==> src/core/dopp_pkg.sv <==
// Shared constants, register map and types of the output power protection block.
package dopp_pkg;
   localparam int unsigned ADDR_W = 12;
   localparam int unsigned DATA_W = 8;
   localparam int unsigned NPATH = 2;
   localparam int unsigned SAMP_W = 16;
   localparam int unsigned MSB_KEEP = 6;
   localparam int unsigned PWR_W = 12;
   localparam int unsigned RES_W = 13;
   localparam int unsigned SHORT_DEPTH = 8;
   localparam int unsigned LONG_CNT_W = 24;
   localparam int unsigned LONG_ACC_W = 36;
   localparam int unsigned NFLAG = 4;
   // Register offsets.
   localparam logic [11:0] OFF_PAGE = 12'h008;
   localparam logic [11:0] OFF_MAIN_INTERP = 12'h110;
   localparam logic [11:0] OFF_LONG_LIM_LO = 12'h583;
   localparam logic [11:0] OFF_LONG_LIM_HI = 12'h584;
   localparam logic [11:0] OFF_LONG_EXP = 12'h585;
   localparam logic [11:0] OFF_LONG_RES_LO = 12'h586;
   localparam logic [11:0] OFF_LONG_RES_HI = 12'h587;
   localparam logic [11:0] OFF_SHORT_LIM_LO = 12'h588;
   localparam logic [11:0] OFF_SHORT_LIM_HI = 12'h589;
   localparam logic [11:0] OFF_SHORT_EXP = 12'h58a;
   localparam logic [11:0] OFF_SHORT_RES_LO = 12'h58b;
   localparam logic [11:0] OFF_SHORT_RES_HI = 12'h58c;
   localparam logic [11:0] OFF_PROT_CTRL = 12'h590;
   localparam logic [11:0] OFF_IRQ_CFG = 12'h591;
   localparam logic [11:0] OFF_FLAGS = 12'h592;
   // Field positions.
   localparam int unsigned PAGE_LSB = 6;
   localparam int unsigned LONG_EXP_BIAS = 9;
   localparam int unsigned CTRL_PWR_RAMP = 0;
   localparam int unsigned CTRL_LINK_RAMP = 1;
   localparam int unsigned CTRL_SW_TRIG = 2;
   localparam int unsigned CTRL_SW_TXEN = 3;
   localparam int unsigned FLAG_PWR = 0;
   localparam int unsigned FLAG_LINK = 1;
   localparam int unsigned FLAG_SW = 2;
   localparam int unsigned FLAG_BLANK = 3;
   localparam int unsigned IRQ_ROUTE_LSB = 4;
   // Reset values.
   localparam logic [7:0] PAGE_RST = 8'hc0;
   localparam logic [7:0] INTERP_RST = 8'h00;
   localparam logic [12:0] LIMIT_RST = 13'h1fff;
   localparam logic [3:0] LONG_EXP_RST = 4'h0;
   localparam logic [1:0] SHORT_EXP_RST = 2'h0;
   localparam logic [7:0] CTRL_RST = 8'h03;
   localparam logic [7:0] IRQ_RST = 8'h00;
   // Summing node: cycles per accepted sample when channel interpolation is above unity.
   localparam int unsigned SUM_RATE_DIV = 2;
   typedef struct packed {
      logic signed [15:0] i;
      logic signed [15:0] q;
   } dopp_sample_t;
   typedef enum logic [1:0] {
      DOPP_BLANK_OFF = 2'b00,
      DOPP_BLANK_FLUSH = 2'b01,
      DOPP_BLANK_RUN = 2'b11
   } dopp_blank_t;
endpackage

==> src/core/dopp_top.sv <==
// Per-path power detection, protection triggers, interrupt routing and sample buffering.
`timescale 1ns/1ps
module dopp_top (
   input wire logic CLK_I,
   input wire logic RST_B_I,
   input wire logic [11:0] REG_ADDR_I,
   input wire logic [7:0] REG_WDATA_I,
   input wire logic REG_WR_I,
   input wire logic REG_RD_I,
   output logic [7:0] REG_RDATA_O,
   input wire logic CHAN_BYPASS_I,
   input wire dopp_pkg::dopp_sample_t [1:0] SAMPLE_I,
   input wire logic [1:0] SAMPLE_VALID_I,
   output logic [1:0] SAMPLE_READY_O,
   output dopp_pkg::dopp_sample_t [1:0] SAMPLE_O,
   output logic [1:0] SAMPLE_VALID_O,
   input wire logic [1:0] SAMPLE_READY_I,
   input wire logic [1:0] TRANSMIT_ENABLE_I,
   input wire logic [1:0] LINK_ERROR_I,
   output logic [1:0] POWER_PROTECT_O,
   output logic [1:0] RAMP_DOWN_O,
   output logic MAIN_BYPASS_O,
   output logic INTERRUPT_OUT_0_B_O,
   output logic INTERRUPT_OUT_1_B_O
);

   // Paged registers are indexed by datapath; the shared ones are single.
   logic [7:0] page;
   logic [7:0] main_interp;
   logic [12:0] long_lim [2];
   logic [12:0] short_lim [2];
   logic [3:0] long_exp [2];
   logic [1:0] short_exp [2];
   logic [12:0] long_res [2];
   logic [12:0] short_res [2];
   logic [7:0] prot_ctrl [2];
   logic [7:0] irq_cfg [2];
   logic [3:0] flags [2];
   logic [1:0] interrupt_out_0_hit;
   logic [1:0] interrupt_out_1_hit;
   logic [$clog2(dopp_pkg::SUM_RATE_DIV)-1:0] rate_cnt;
   logic rate_en;

   // Picks the path whose paged value a read returns: the lowest selected one, or path 1 when no page bit is set.
   function automatic int unsigned read_path(input logic [7:0] pg);
      read_path = pg[dopp_pkg::PAGE_LSB] ? 0 : 1;
   endfunction

   // True when a write lands on a paged register of the given path.
   function automatic logic paged_write(input logic [7:0] pg, input int unsigned p,
                                        input logic [11:0] a, input logic [11:0] off);
      paged_write = pg[dopp_pkg::PAGE_LSB + p] && (a == off);
   endfunction

   // Page mask and the shared interpolation setting.
   always_ff @(posedge CLK_I or negedge RST_B_I) begin
      if (!RST_B_I) begin
         page <= dopp_pkg::PAGE_RST;
         main_interp <= dopp_pkg::INTERP_RST;
      end else if (REG_WR_I) begin
         if (REG_ADDR_I == dopp_pkg::OFF_PAGE) begin
            page <= REG_WDATA_I;
         end
         if (REG_ADDR_I == dopp_pkg::OFF_MAIN_INTERP) begin
            main_interp <= REG_WDATA_I;
         end
      end
   end

   // A value of zero selects unity interpolation, which bypasses the main features.
   assign MAIN_BYPASS_O = (main_interp == 8'h00);

   // Summing node rate cap: one sample per divider period unless channels are bypassed.
   always_ff @(posedge CLK_I or negedge RST_B_I) begin
      if (!RST_B_I) begin
         rate_cnt <= '0;
      end else if (rate_cnt == $bits(rate_cnt)'(dopp_pkg::SUM_RATE_DIV - 1)) begin
         rate_cnt <= '0;
      end else begin
         rate_cnt <= rate_cnt + 1'b1;
      end
   end
   assign rate_en = CHAN_BYPASS_I || (rate_cnt == '0);

   for (genvar p = 0; p < 2; p++) begin : g_path
      dopp_pkg::dopp_blank_t blank_state;
      dopp_pkg::dopp_blank_t next_blank_state;
      logic txen;
      logic txen_prev;
      logic sw_trig;
      logic take;
      logic [11:0] inst_pwr;
      logic signed [5:0] i_top;
      logic signed [5:0] q_top;
      logic [11:0] hist [dopp_pkg::SHORT_DEPTH];
      logic [14:0] short_sum;
      logic [23:0] long_cnt;
      logic [35:0] long_acc;
      logic [35:0] long_sum;
      logic [23:0] long_last;
      logic pwr_prot;
      logic pwr_prot_prev;
      logic blank_prot;
      logic [3:0] events;
      dopp_pkg::dopp_sample_t mem [2];
      logic wr_ptr;
      logic rd_ptr;
      logic [1:0] count;
      logic push;
      logic pop;

      // Per-path protection settings; both page bits set updates both copies alike.
      always_ff @(posedge CLK_I or negedge RST_B_I) begin
         if (!RST_B_I) begin
            long_lim[p] <= dopp_pkg::LIMIT_RST;
            short_lim[p] <= dopp_pkg::LIMIT_RST;
            long_exp[p] <= dopp_pkg::LONG_EXP_RST;
            short_exp[p] <= dopp_pkg::SHORT_EXP_RST;
            prot_ctrl[p] <= dopp_pkg::CTRL_RST;
            irq_cfg[p] <= dopp_pkg::IRQ_RST;
         end else if (REG_WR_I) begin
            if (paged_write(page, p, REG_ADDR_I, dopp_pkg::OFF_LONG_LIM_LO)) begin
               long_lim[p][7:0] <= REG_WDATA_I;
            end
            if (paged_write(page, p, REG_ADDR_I, dopp_pkg::OFF_LONG_LIM_HI)) begin
               long_lim[p][12:8] <= REG_WDATA_I[4:0];
            end
            if (paged_write(page, p, REG_ADDR_I, dopp_pkg::OFF_SHORT_LIM_LO)) begin
               short_lim[p][7:0] <= REG_WDATA_I;
            end
            if (paged_write(page, p, REG_ADDR_I, dopp_pkg::OFF_SHORT_LIM_HI)) begin
               short_lim[p][12:8] <= REG_WDATA_I[4:0];
            end
            if (paged_write(page, p, REG_ADDR_I, dopp_pkg::OFF_LONG_EXP)) begin
               long_exp[p] <= REG_WDATA_I[3:0];
            end
            if (paged_write(page, p, REG_ADDR_I, dopp_pkg::OFF_SHORT_EXP)) begin
               short_exp[p] <= REG_WDATA_I[1:0];
            end
            if (paged_write(page, p, REG_ADDR_I, dopp_pkg::OFF_PROT_CTRL)) begin
               // The trigger bit is a strobe and never stays set.
               prot_ctrl[p] <= REG_WDATA_I & ~(8'h01 << dopp_pkg::CTRL_SW_TRIG);
            end
            if (paged_write(page, p, REG_ADDR_I, dopp_pkg::OFF_IRQ_CFG)) begin
               irq_cfg[p] <= REG_WDATA_I;
            end
         end
      end

      // Writing a one to the trigger bit fires the software protect for one cycle.
      assign sw_trig = REG_WR_I && paged_write(page, p, REG_ADDR_I, dopp_pkg::OFF_PROT_CTRL)
                       && REG_WDATA_I[dopp_pkg::CTRL_SW_TRIG];

      // Transmit enable from the pin or from software; the edge is seen on their OR, so a source rising while the other is high gives no edge.
      assign txen = TRANSMIT_ENABLE_I[p] | prot_ctrl[p][dopp_pkg::CTRL_SW_TXEN];
      always_ff @(posedge CLK_I or negedge RST_B_I) begin
         if (!RST_B_I) begin
            txen_prev <= 1'b0;
         end else begin
            txen_prev <= txen;
         end
      end

      // Blanking sequence: a rising enable flushes the path for one cycle, then runs.
      always_comb begin
         next_blank_state = blank_state;
         case (blank_state)
            dopp_pkg::DOPP_BLANK_OFF: begin
               if (txen && !txen_prev) begin
                  next_blank_state = dopp_pkg::DOPP_BLANK_FLUSH;
               end
            end
            dopp_pkg::DOPP_BLANK_FLUSH: begin
               next_blank_state = txen ? dopp_pkg::DOPP_BLANK_RUN : dopp_pkg::DOPP_BLANK_OFF;
            end
            dopp_pkg::DOPP_BLANK_RUN: begin
               if (!txen) begin
                  next_blank_state = dopp_pkg::DOPP_BLANK_OFF;
               end
            end
            default: begin
               next_blank_state = dopp_pkg::DOPP_BLANK_OFF;
            end
         endcase
      end
      always_ff @(posedge CLK_I or negedge RST_B_I) begin
         if (!RST_B_I) begin
            blank_state <= dopp_pkg::DOPP_BLANK_OFF;
         end else begin
            blank_state <= next_blank_state;
         end
      end
      assign blank_prot = (blank_state == dopp_pkg::DOPP_BLANK_FLUSH);

      // Instantaneous power from the six top bits of each component.
      assign take = SAMPLE_VALID_I[p] && SAMPLE_READY_O[p];
      assign i_top = SAMPLE_I[p].i[15:10];
      assign q_top = SAMPLE_I[p].q[15:10];
      assign inst_pwr = 12'(i_top * i_top) + 12'(q_top * q_top);

      // Short window: history of the last eight powers, summed over the chosen length.
      always_ff @(posedge CLK_I or negedge RST_B_I) begin
         if (!RST_B_I) begin
            for (int k = 0; k < dopp_pkg::SHORT_DEPTH; k++) begin
               hist[k] <= '0;
            end
         end else if (take) begin
            hist[0] <= inst_pwr;
            for (int k = 1; k < dopp_pkg::SHORT_DEPTH; k++) begin
               hist[k] <= hist[k - 1];
            end
         end
      end
      always_comb begin
         short_sum = '0;
         for (int k = 0; k < dopp_pkg::SHORT_DEPTH; k++) begin
            if (k < (1 << short_exp[p])) begin
               short_sum = short_sum + 15'(hist[k]);
            end
         end
      end

      // Long window: block accumulation of two to the exponent plus nine powers.
      // Flip-flop storage of up to sixteen million samples is out of reach, so the long
      // filter reports once per window rather than sliding sample by sample.
      assign long_last = 24'((36'h1 << (long_exp[p] + dopp_pkg::LONG_EXP_BIAS)) - 36'h1);
      assign long_sum = long_acc + 36'(inst_pwr);
      always_ff @(posedge CLK_I or negedge RST_B_I) begin
         if (!RST_B_I) begin
            long_cnt <= '0;
            long_acc <= '0;
            long_res[p] <= '0;
         end else if (take) begin
            if (long_cnt >= long_last) begin
               long_cnt <= '0;
               long_acc <= '0;
               long_res[p] <= 13'(long_sum >> (long_exp[p] + dopp_pkg::LONG_EXP_BIAS));
            end else begin
               long_cnt <= long_cnt + 1'b1;
               long_acc <= long_sum;
            end
         end
      end

      // Short result and the comparison run on every accepted sample.
      always_ff @(posedge CLK_I or negedge RST_B_I) begin
         if (!RST_B_I) begin
            short_res[p] <= '0;
            pwr_prot <= 1'b0;
            pwr_prot_prev <= 1'b0;
         end else begin
            pwr_prot_prev <= pwr_prot;
            if (take) begin
               short_res[p] <= 13'(short_sum >> short_exp[p]);
               pwr_prot <= (long_res[p] > long_lim[p]) || (short_res[p] > short_lim[p]);
            end
         end
      end
      // The detector sees the sample as it enters, ahead of the buffered data path.
      assign POWER_PROTECT_O[p] = pwr_prot;

      // Sticky event flags; a new event in the clearing cycle keeps its flag.
      assign events[dopp_pkg::FLAG_PWR] = pwr_prot && !pwr_prot_prev;
      assign events[dopp_pkg::FLAG_LINK] = LINK_ERROR_I[p];
      assign events[dopp_pkg::FLAG_SW] = sw_trig;
      assign events[dopp_pkg::FLAG_BLANK] = blank_prot;
      always_ff @(posedge CLK_I or negedge RST_B_I) begin
         if (!RST_B_I) begin
            flags[p] <= '0;
         end else if (paged_write(page, p, REG_ADDR_I, dopp_pkg::OFF_FLAGS) && REG_WR_I) begin
            flags[p] <= (flags[p] & ~REG_WDATA_I[3:0]) | events;
         end else begin
            flags[p] <= flags[p] | events;
         end
      end

      // Feedforward ramp request to the gain stage, gathered from all four triggers.
      always_ff @(posedge CLK_I or negedge RST_B_I) begin
         if (!RST_B_I) begin
            RAMP_DOWN_O[p] <= 1'b1;
         end else begin
            RAMP_DOWN_O[p] <= (blank_state != dopp_pkg::DOPP_BLANK_RUN)
               || (prot_ctrl[p][dopp_pkg::CTRL_PWR_RAMP] && (pwr_prot || flags[p][dopp_pkg::FLAG_PWR]))
               || (prot_ctrl[p][dopp_pkg::CTRL_LINK_RAMP] && flags[p][dopp_pkg::FLAG_LINK])
               || flags[p][dopp_pkg::FLAG_SW];
         end
      end

      // Interrupt routing: enable in the low nibble, pin choice in the high nibble.
      assign interrupt_out_0_hit[p] = |(flags[p] & irq_cfg[p][3:0] & ~irq_cfg[p][7:4]);
      assign interrupt_out_1_hit[p] = |(flags[p] & irq_cfg[p][3:0] & irq_cfg[p][7:4]);

      // Two-entry buffer; a stalled receiver fills it and then blocks the input.
      assign push = take;
      assign pop = SAMPLE_VALID_O[p] && SAMPLE_READY_I[p];
      assign SAMPLE_READY_O[p] = (count != 2'd2) && rate_en && !blank_prot;
      assign SAMPLE_VALID_O[p] = (count != 2'd0);
      assign SAMPLE_O[p] = mem[rd_ptr];
      always_ff @(posedge CLK_I or negedge RST_B_I) begin
         if (!RST_B_I) begin
            wr_ptr <= 1'b0;
            rd_ptr <= 1'b0;
            count <= 2'd0;
            mem[0] <= '0;
            mem[1] <= '0;
         end else if (blank_prot) begin
            wr_ptr <= 1'b0;
            rd_ptr <= 1'b0;
            count <= 2'd0;
         end else begin
            if (push) begin
               mem[wr_ptr] <= SAMPLE_I[p];
               wr_ptr <= ~wr_ptr;
            end
            if (pop) begin
               rd_ptr <= ~rd_ptr;
            end
            count <= count + {1'b0, push} - {1'b0, pop};
         end
      end
   end

   assign INTERRUPT_OUT_0_B_O = ~|interrupt_out_0_hit;
   assign INTERRUPT_OUT_1_B_O = ~|interrupt_out_1_hit;

   // Read data is registered one cycle after the read strobe; unmapped reads give zero.
   always_ff @(posedge CLK_I or negedge RST_B_I) begin
      if (!RST_B_I) begin
         REG_RDATA_O <= 8'h00;
      end else if (REG_RD_I) begin
         case (REG_ADDR_I)
            dopp_pkg::OFF_PAGE: REG_RDATA_O <= page;
            dopp_pkg::OFF_MAIN_INTERP: REG_RDATA_O <= main_interp;
            dopp_pkg::OFF_LONG_LIM_LO: REG_RDATA_O <= long_lim[read_path(page)][7:0];
            dopp_pkg::OFF_LONG_LIM_HI: REG_RDATA_O <= {3'h0, long_lim[read_path(page)][12:8]};
            dopp_pkg::OFF_LONG_EXP: REG_RDATA_O <= {4'h0, long_exp[read_path(page)]};
            dopp_pkg::OFF_LONG_RES_LO: REG_RDATA_O <= long_res[read_path(page)][7:0];
            dopp_pkg::OFF_LONG_RES_HI: REG_RDATA_O <= {3'h0, long_res[read_path(page)][12:8]};
            dopp_pkg::OFF_SHORT_LIM_LO: REG_RDATA_O <= short_lim[read_path(page)][7:0];
            dopp_pkg::OFF_SHORT_LIM_HI: REG_RDATA_O <= {3'h0, short_lim[read_path(page)][12:8]};
            dopp_pkg::OFF_SHORT_EXP: REG_RDATA_O <= {6'h00, short_exp[read_path(page)]};
            dopp_pkg::OFF_SHORT_RES_LO: REG_RDATA_O <= short_res[read_path(page)][7:0];
            dopp_pkg::OFF_SHORT_RES_HI: REG_RDATA_O <= {3'h0, short_res[read_path(page)][12:8]};
            dopp_pkg::OFF_PROT_CTRL: REG_RDATA_O <= prot_ctrl[read_path(page)];
            dopp_pkg::OFF_IRQ_CFG: REG_RDATA_O <= irq_cfg[read_path(page)];
            dopp_pkg::OFF_FLAGS: REG_RDATA_O <= {4'h0, flags[read_path(page)]};
            default: REG_RDATA_O <= 8'h00;
         endcase
      end
   end

endmodule

==> config.mk <==
export PLATFORM = sky130hd
export DESIGN_NAME = dopp_top
export DESIGN_NICKNAME = d
export VERILOG_FILES = /design/src/core/dopp_pkg.sv /design/src/core/dopp_top.sv
export SDC_FILE = /design/constraint.sdc
export NUM_CORES = 2
export LEC_CHECK = 0
export BUFFER_PORTS_ARGS = -buffer_cell sky130_fd_sc_hd__clkbuf_2
export CORE_UTILIZATION = 30
export DETAILED_ROUTE_END_ITERATION = 12
export PLACE_DENSITY = 0.41
export SLEW_MARGIN = 20
export SYNTH_ARGS = -nofsm -noshare
export SYNTH_HDL_FRONTEND = slang
export SYNTH_SLANG_ARGS = --single-unit
==> constraint.sdc <==
create_clock -name CLK_I -period 10 [get_ports CLK_I]
set_input_delay 0.5 -clock CLK_I [delete_from_list [all_inputs] [get_ports CLK_I]]
set_output_delay 0.5 -clock CLK_I [all_outputs]
set_load 0.01 [all_outputs]
==> flow_summary_export.csv <==
group,metric,value,unit
placement,preCtsSetupSlack,0.292,ns
route,drc,0,
final_layout,drive_gt1_share,14.3,%
final_layout,postLayoutCellArea,54700,sq um
placement,dpl.hpwl,112000,um
job,number_of_max_capacitance_violations_reported,0,
logic_synthesis,yosysWarningCount,0,
timing,max_freq,0.106,GHz
route,routed_wire_length_per_instance,20.0,um
cts,clk_latency,0.70,ns
cts,tritoncts,"built",
grt,pin_count_of_the_biggest_net_entering_global_routing,140,
die,design.portCount,180,
setup_path,cp_common_cell,"sky130_fd_sc_hd__ha_1",
grt,grt_pass1_wl,240000,um
logic_synthesis,syn-instance-count,5416,
timing,period_needed,9.47,ns
route,wl_met2,66400,um
route,wirelength,153000,um
final_layout,regArea,16100,sq um
timing,period_share,94.7,%
route,detail_route.vias_per_cell,5.08,
grt,antenna_found_initial,14,
timing,worst_pin_slew,1.23,ns
route,top_layer_used,"met5",
route,detail_route.first_pass.iterations,6,
route,m1WireLength,75800,um
logic_synthesis,synth_cell_type_count,100,
setup_path,timing.critical_path.arrival,10.01,ns
final_layout,multi_input_area,30200,sq um
setup_path,start_kind,"register",
placement,placed_area,51400,sq um
logic_synthesis,synth-seq-area-share,33.3,%
logic_synthesis,synthesis.area,48200,sq um
final_layout,layout.cells.non_filler,7662,
die,chipHeight,403,um
worst_hold_path,hold_path.class,"in -> reg",
die,dieArea,162000,sq um
logic_synthesis,syn_area_per_cell,8.90,sq um
logic_synthesis,number_of_enable_type_register_cells_in_the_synthesized_netlist,0,
cts,clock-root-buffer,"sky130_fd_sc_hd__clkbuf_16",
route,detail-route-antenna-nets,0,
die,chipWidth,403,um
cts,clk_pin_slew_worst_paths,0.06,ns
timing,timing.max_slew.rel_slack,17.0,%
final_layout,nets,6112,
setup_path,required,10.53,ns
grt,vias_in_the_first_global_route,39098,
final_layout,syn2layout_area_growth,13.5,%
die,design.core.area,159000,sq um
final_layout,mostFrequentLayoutCells,"sky130_fd_sc_hd__nand2_1 (994), sky130_fd_sc_hd__dfrtp_1 (574), sky130_fd_sc_hd__ha_1 (361)",
route,drt_iter0_drc,2376,
setup_path,crit_path_end_kind,"register",
grt,global_route.overflow_total,0,
setup_path,cp_max_fo,5,
placement,place_congestion,0.870,
route,routed-wl-met3,8240,um
die,core.rowCount,146,
cts,largest_buffer_count_on_any_clock_path,3,
timing,hold_slack,0.0522,ns
logic_synthesis,leading_register_cell_type_out_of_synthesis,"sky130_fd_sc_hd__dfrtp_1",
timing,final_hold_viol_count,0,
placement,port_buffers,179,
cts,cts.htree.levels,3,
final_layout,layout.filler_cells,16493,
cts,cts_made_buffers,84,
timing,finalSetupViolCount,0,
timing,rsz0062_at_grt,"true",
setup_path,critPathMaxStageDelay,0.53,ns
timing,timing.clock.skew,0.0306,ns
logic_synthesis,postSynthRegisterBits,639,
timing,report.final.slew_viol_count,0,
route,vias,38916,
die,floorplan.initialDensity,30.3,%
timing,layout_setup_ws,0.525,ns
grt,overall_global_routing_usage,18.8,%
logic_synthesis,postSynth.asyncResetShare,100,%
setup_path,path_class,"reg -> reg",
cts,clock_sinks,639,
outcome,outcome,"finished clean",
placement,place.detailed.instances,7495,
setup_path,critPathSlowestCell,"sky130_fd_sc_hd__or4_1",
final_layout,most_common_library_cell_in_the_layout_ignoring_fill_and_taps,"sky130_fd_sc_hd__nand2_1",
-- state kept, by name, summed over array words and instances, names as in the netlist, 4 cells and up --
name / flops
prot_ctrl: 14
long_exp: 8
short_lim: 26
long_lim: 26
irq_cfg: 16
main_interp: 8
g_path.hist: 192
REG_RDATA_O: 8
g_path.blank_state: 4
page: 8
g_path.long_cnt: 48
g_path.long_acc: 72
g_path.mem: 128
flags: 8
long_res: 26
short_res: 26
g_path.count: 4
short_exp: 4
-- worst max-delay path, delay by kind of cell, from the launching register on --
family,cells,cell delay (ns)
buffers and inverters,1,0.14
muxes,2,0.42
adders and majority gates,8,2.35
AOI/OAI and AO/OA,24,3.76
DFF,1,0.41
xor gates and xnor gates,5,0.74
and+or+nand+nor,7,1.48
-- per-stage QoR --
step           utilization (%)  setup TNS, ns
5_1_grt                   34.4        -0.0437
2_1_floorplan                -              0
6_report                  34.4              0
3_5_place_dp              32.3              0
4_1_cts                   34.3              0
3_3_place_gp              32.3              0
-- worst paths after layout --
check,from,to,slack (ns),depth (start not counted)
setup / recovery,g_path[0].hist[84],short_res[24],0.53,47
hold / removal,SAMPLE_I[56],g_path[1].mem[24],0.05,2
setup reg to reg,g_path[0].hist[84],short_res[24],0.53,47
hold reg to reg,rate_cnt,rate_cnt,0.40,1
max in group asynchronous,RST_B_I,g_path[1].mem[29],7.49,4
min in group asynchronous,RST_B_I,g_path[1].hist[0],0.36,2
-- metal layers --
layer / track usage, % / vias up
li1: - / 19093
met1: 27.4 / 18874
met3: 3.47 / 167
met5: 0 / -
met2: 28.6 / 762
met4: 4.32 / 20
-- cells in the mapped netlist, types with 60 or more instances --
library cell               number  share of area, %
sky130_fd_sc_hd__a21o_1       145               2.3
sky130_fd_sc_hd__a21oi_1      267               2.8
sky130_fd_sc_hd__and2_1        69              0.90
sky130_fd_sc_hd__clkbuf_1     215               1.7
sky130_fd_sc_hd__dfrtp_1      579                30
sky130_fd_sc_hd__dfstp_2       60               3.3
sky130_fd_sc_hd__fa_1         130               5.4
sky130_fd_sc_hd__ha_1         366               9.5
sky130_fd_sc_hd__inv_1        323               2.5
sky130_fd_sc_hd__mux2_2       255               6.0
sky130_fd_sc_hd__mux2i_1      102               2.1
sky130_fd_sc_hd__nand2_1      994               7.7
sky130_fd_sc_hd__nand3_1       86              0.89
sky130_fd_sc_hd__nor2_1       311               2.4
sky130_fd_sc_hd__o21ai_0      348               3.6
sky130_fd_sc_hd__xnor2_1      157               2.9
sky130_fd_sc_hd__xor2_1       113               2.1
-- cells by family after synthesis --
| kind of cell | Yosys count | share of synthesized area [%] |
|---|---|---|
| and+or+nand+nor | 1809 | 16.5 |
| AOI/OAI and AO/OA | 1248 | 16.9 |
| DFF | 639 | 33.3 |
| buffers and inverters | 576 | 4.51 |
| adders and majority gates | 497 | 14.9 |
| muxes | 372 | 8.78 |
| xor gates and xnor gates | 273 | 5.03 |
| other | 2 | 0.0156 |
-- layout make-up --
type	count	share of cell area (%)
Timing Repair Buffer	255	2.80
Antenna cell	1	0.00458
Tap cell	2072	4.74
Multi-Input combinational cell	4211	55.2
Inverter	328	2.27
Sequential cell	639	29.4
Clock buffer	125	4.63
Clock inverter	31	1.01
-- timing repair --
action,in CTS,in global routing
resized for setup,0,29
setup endpoints to repair,0,7
hold buffers,2,0
hold endpoints to repair,48,0
setup buffers,0,8
Power is not shown: default switching activity piles up to over one toggle a cycle in this logic, so the estimate is an artifact.
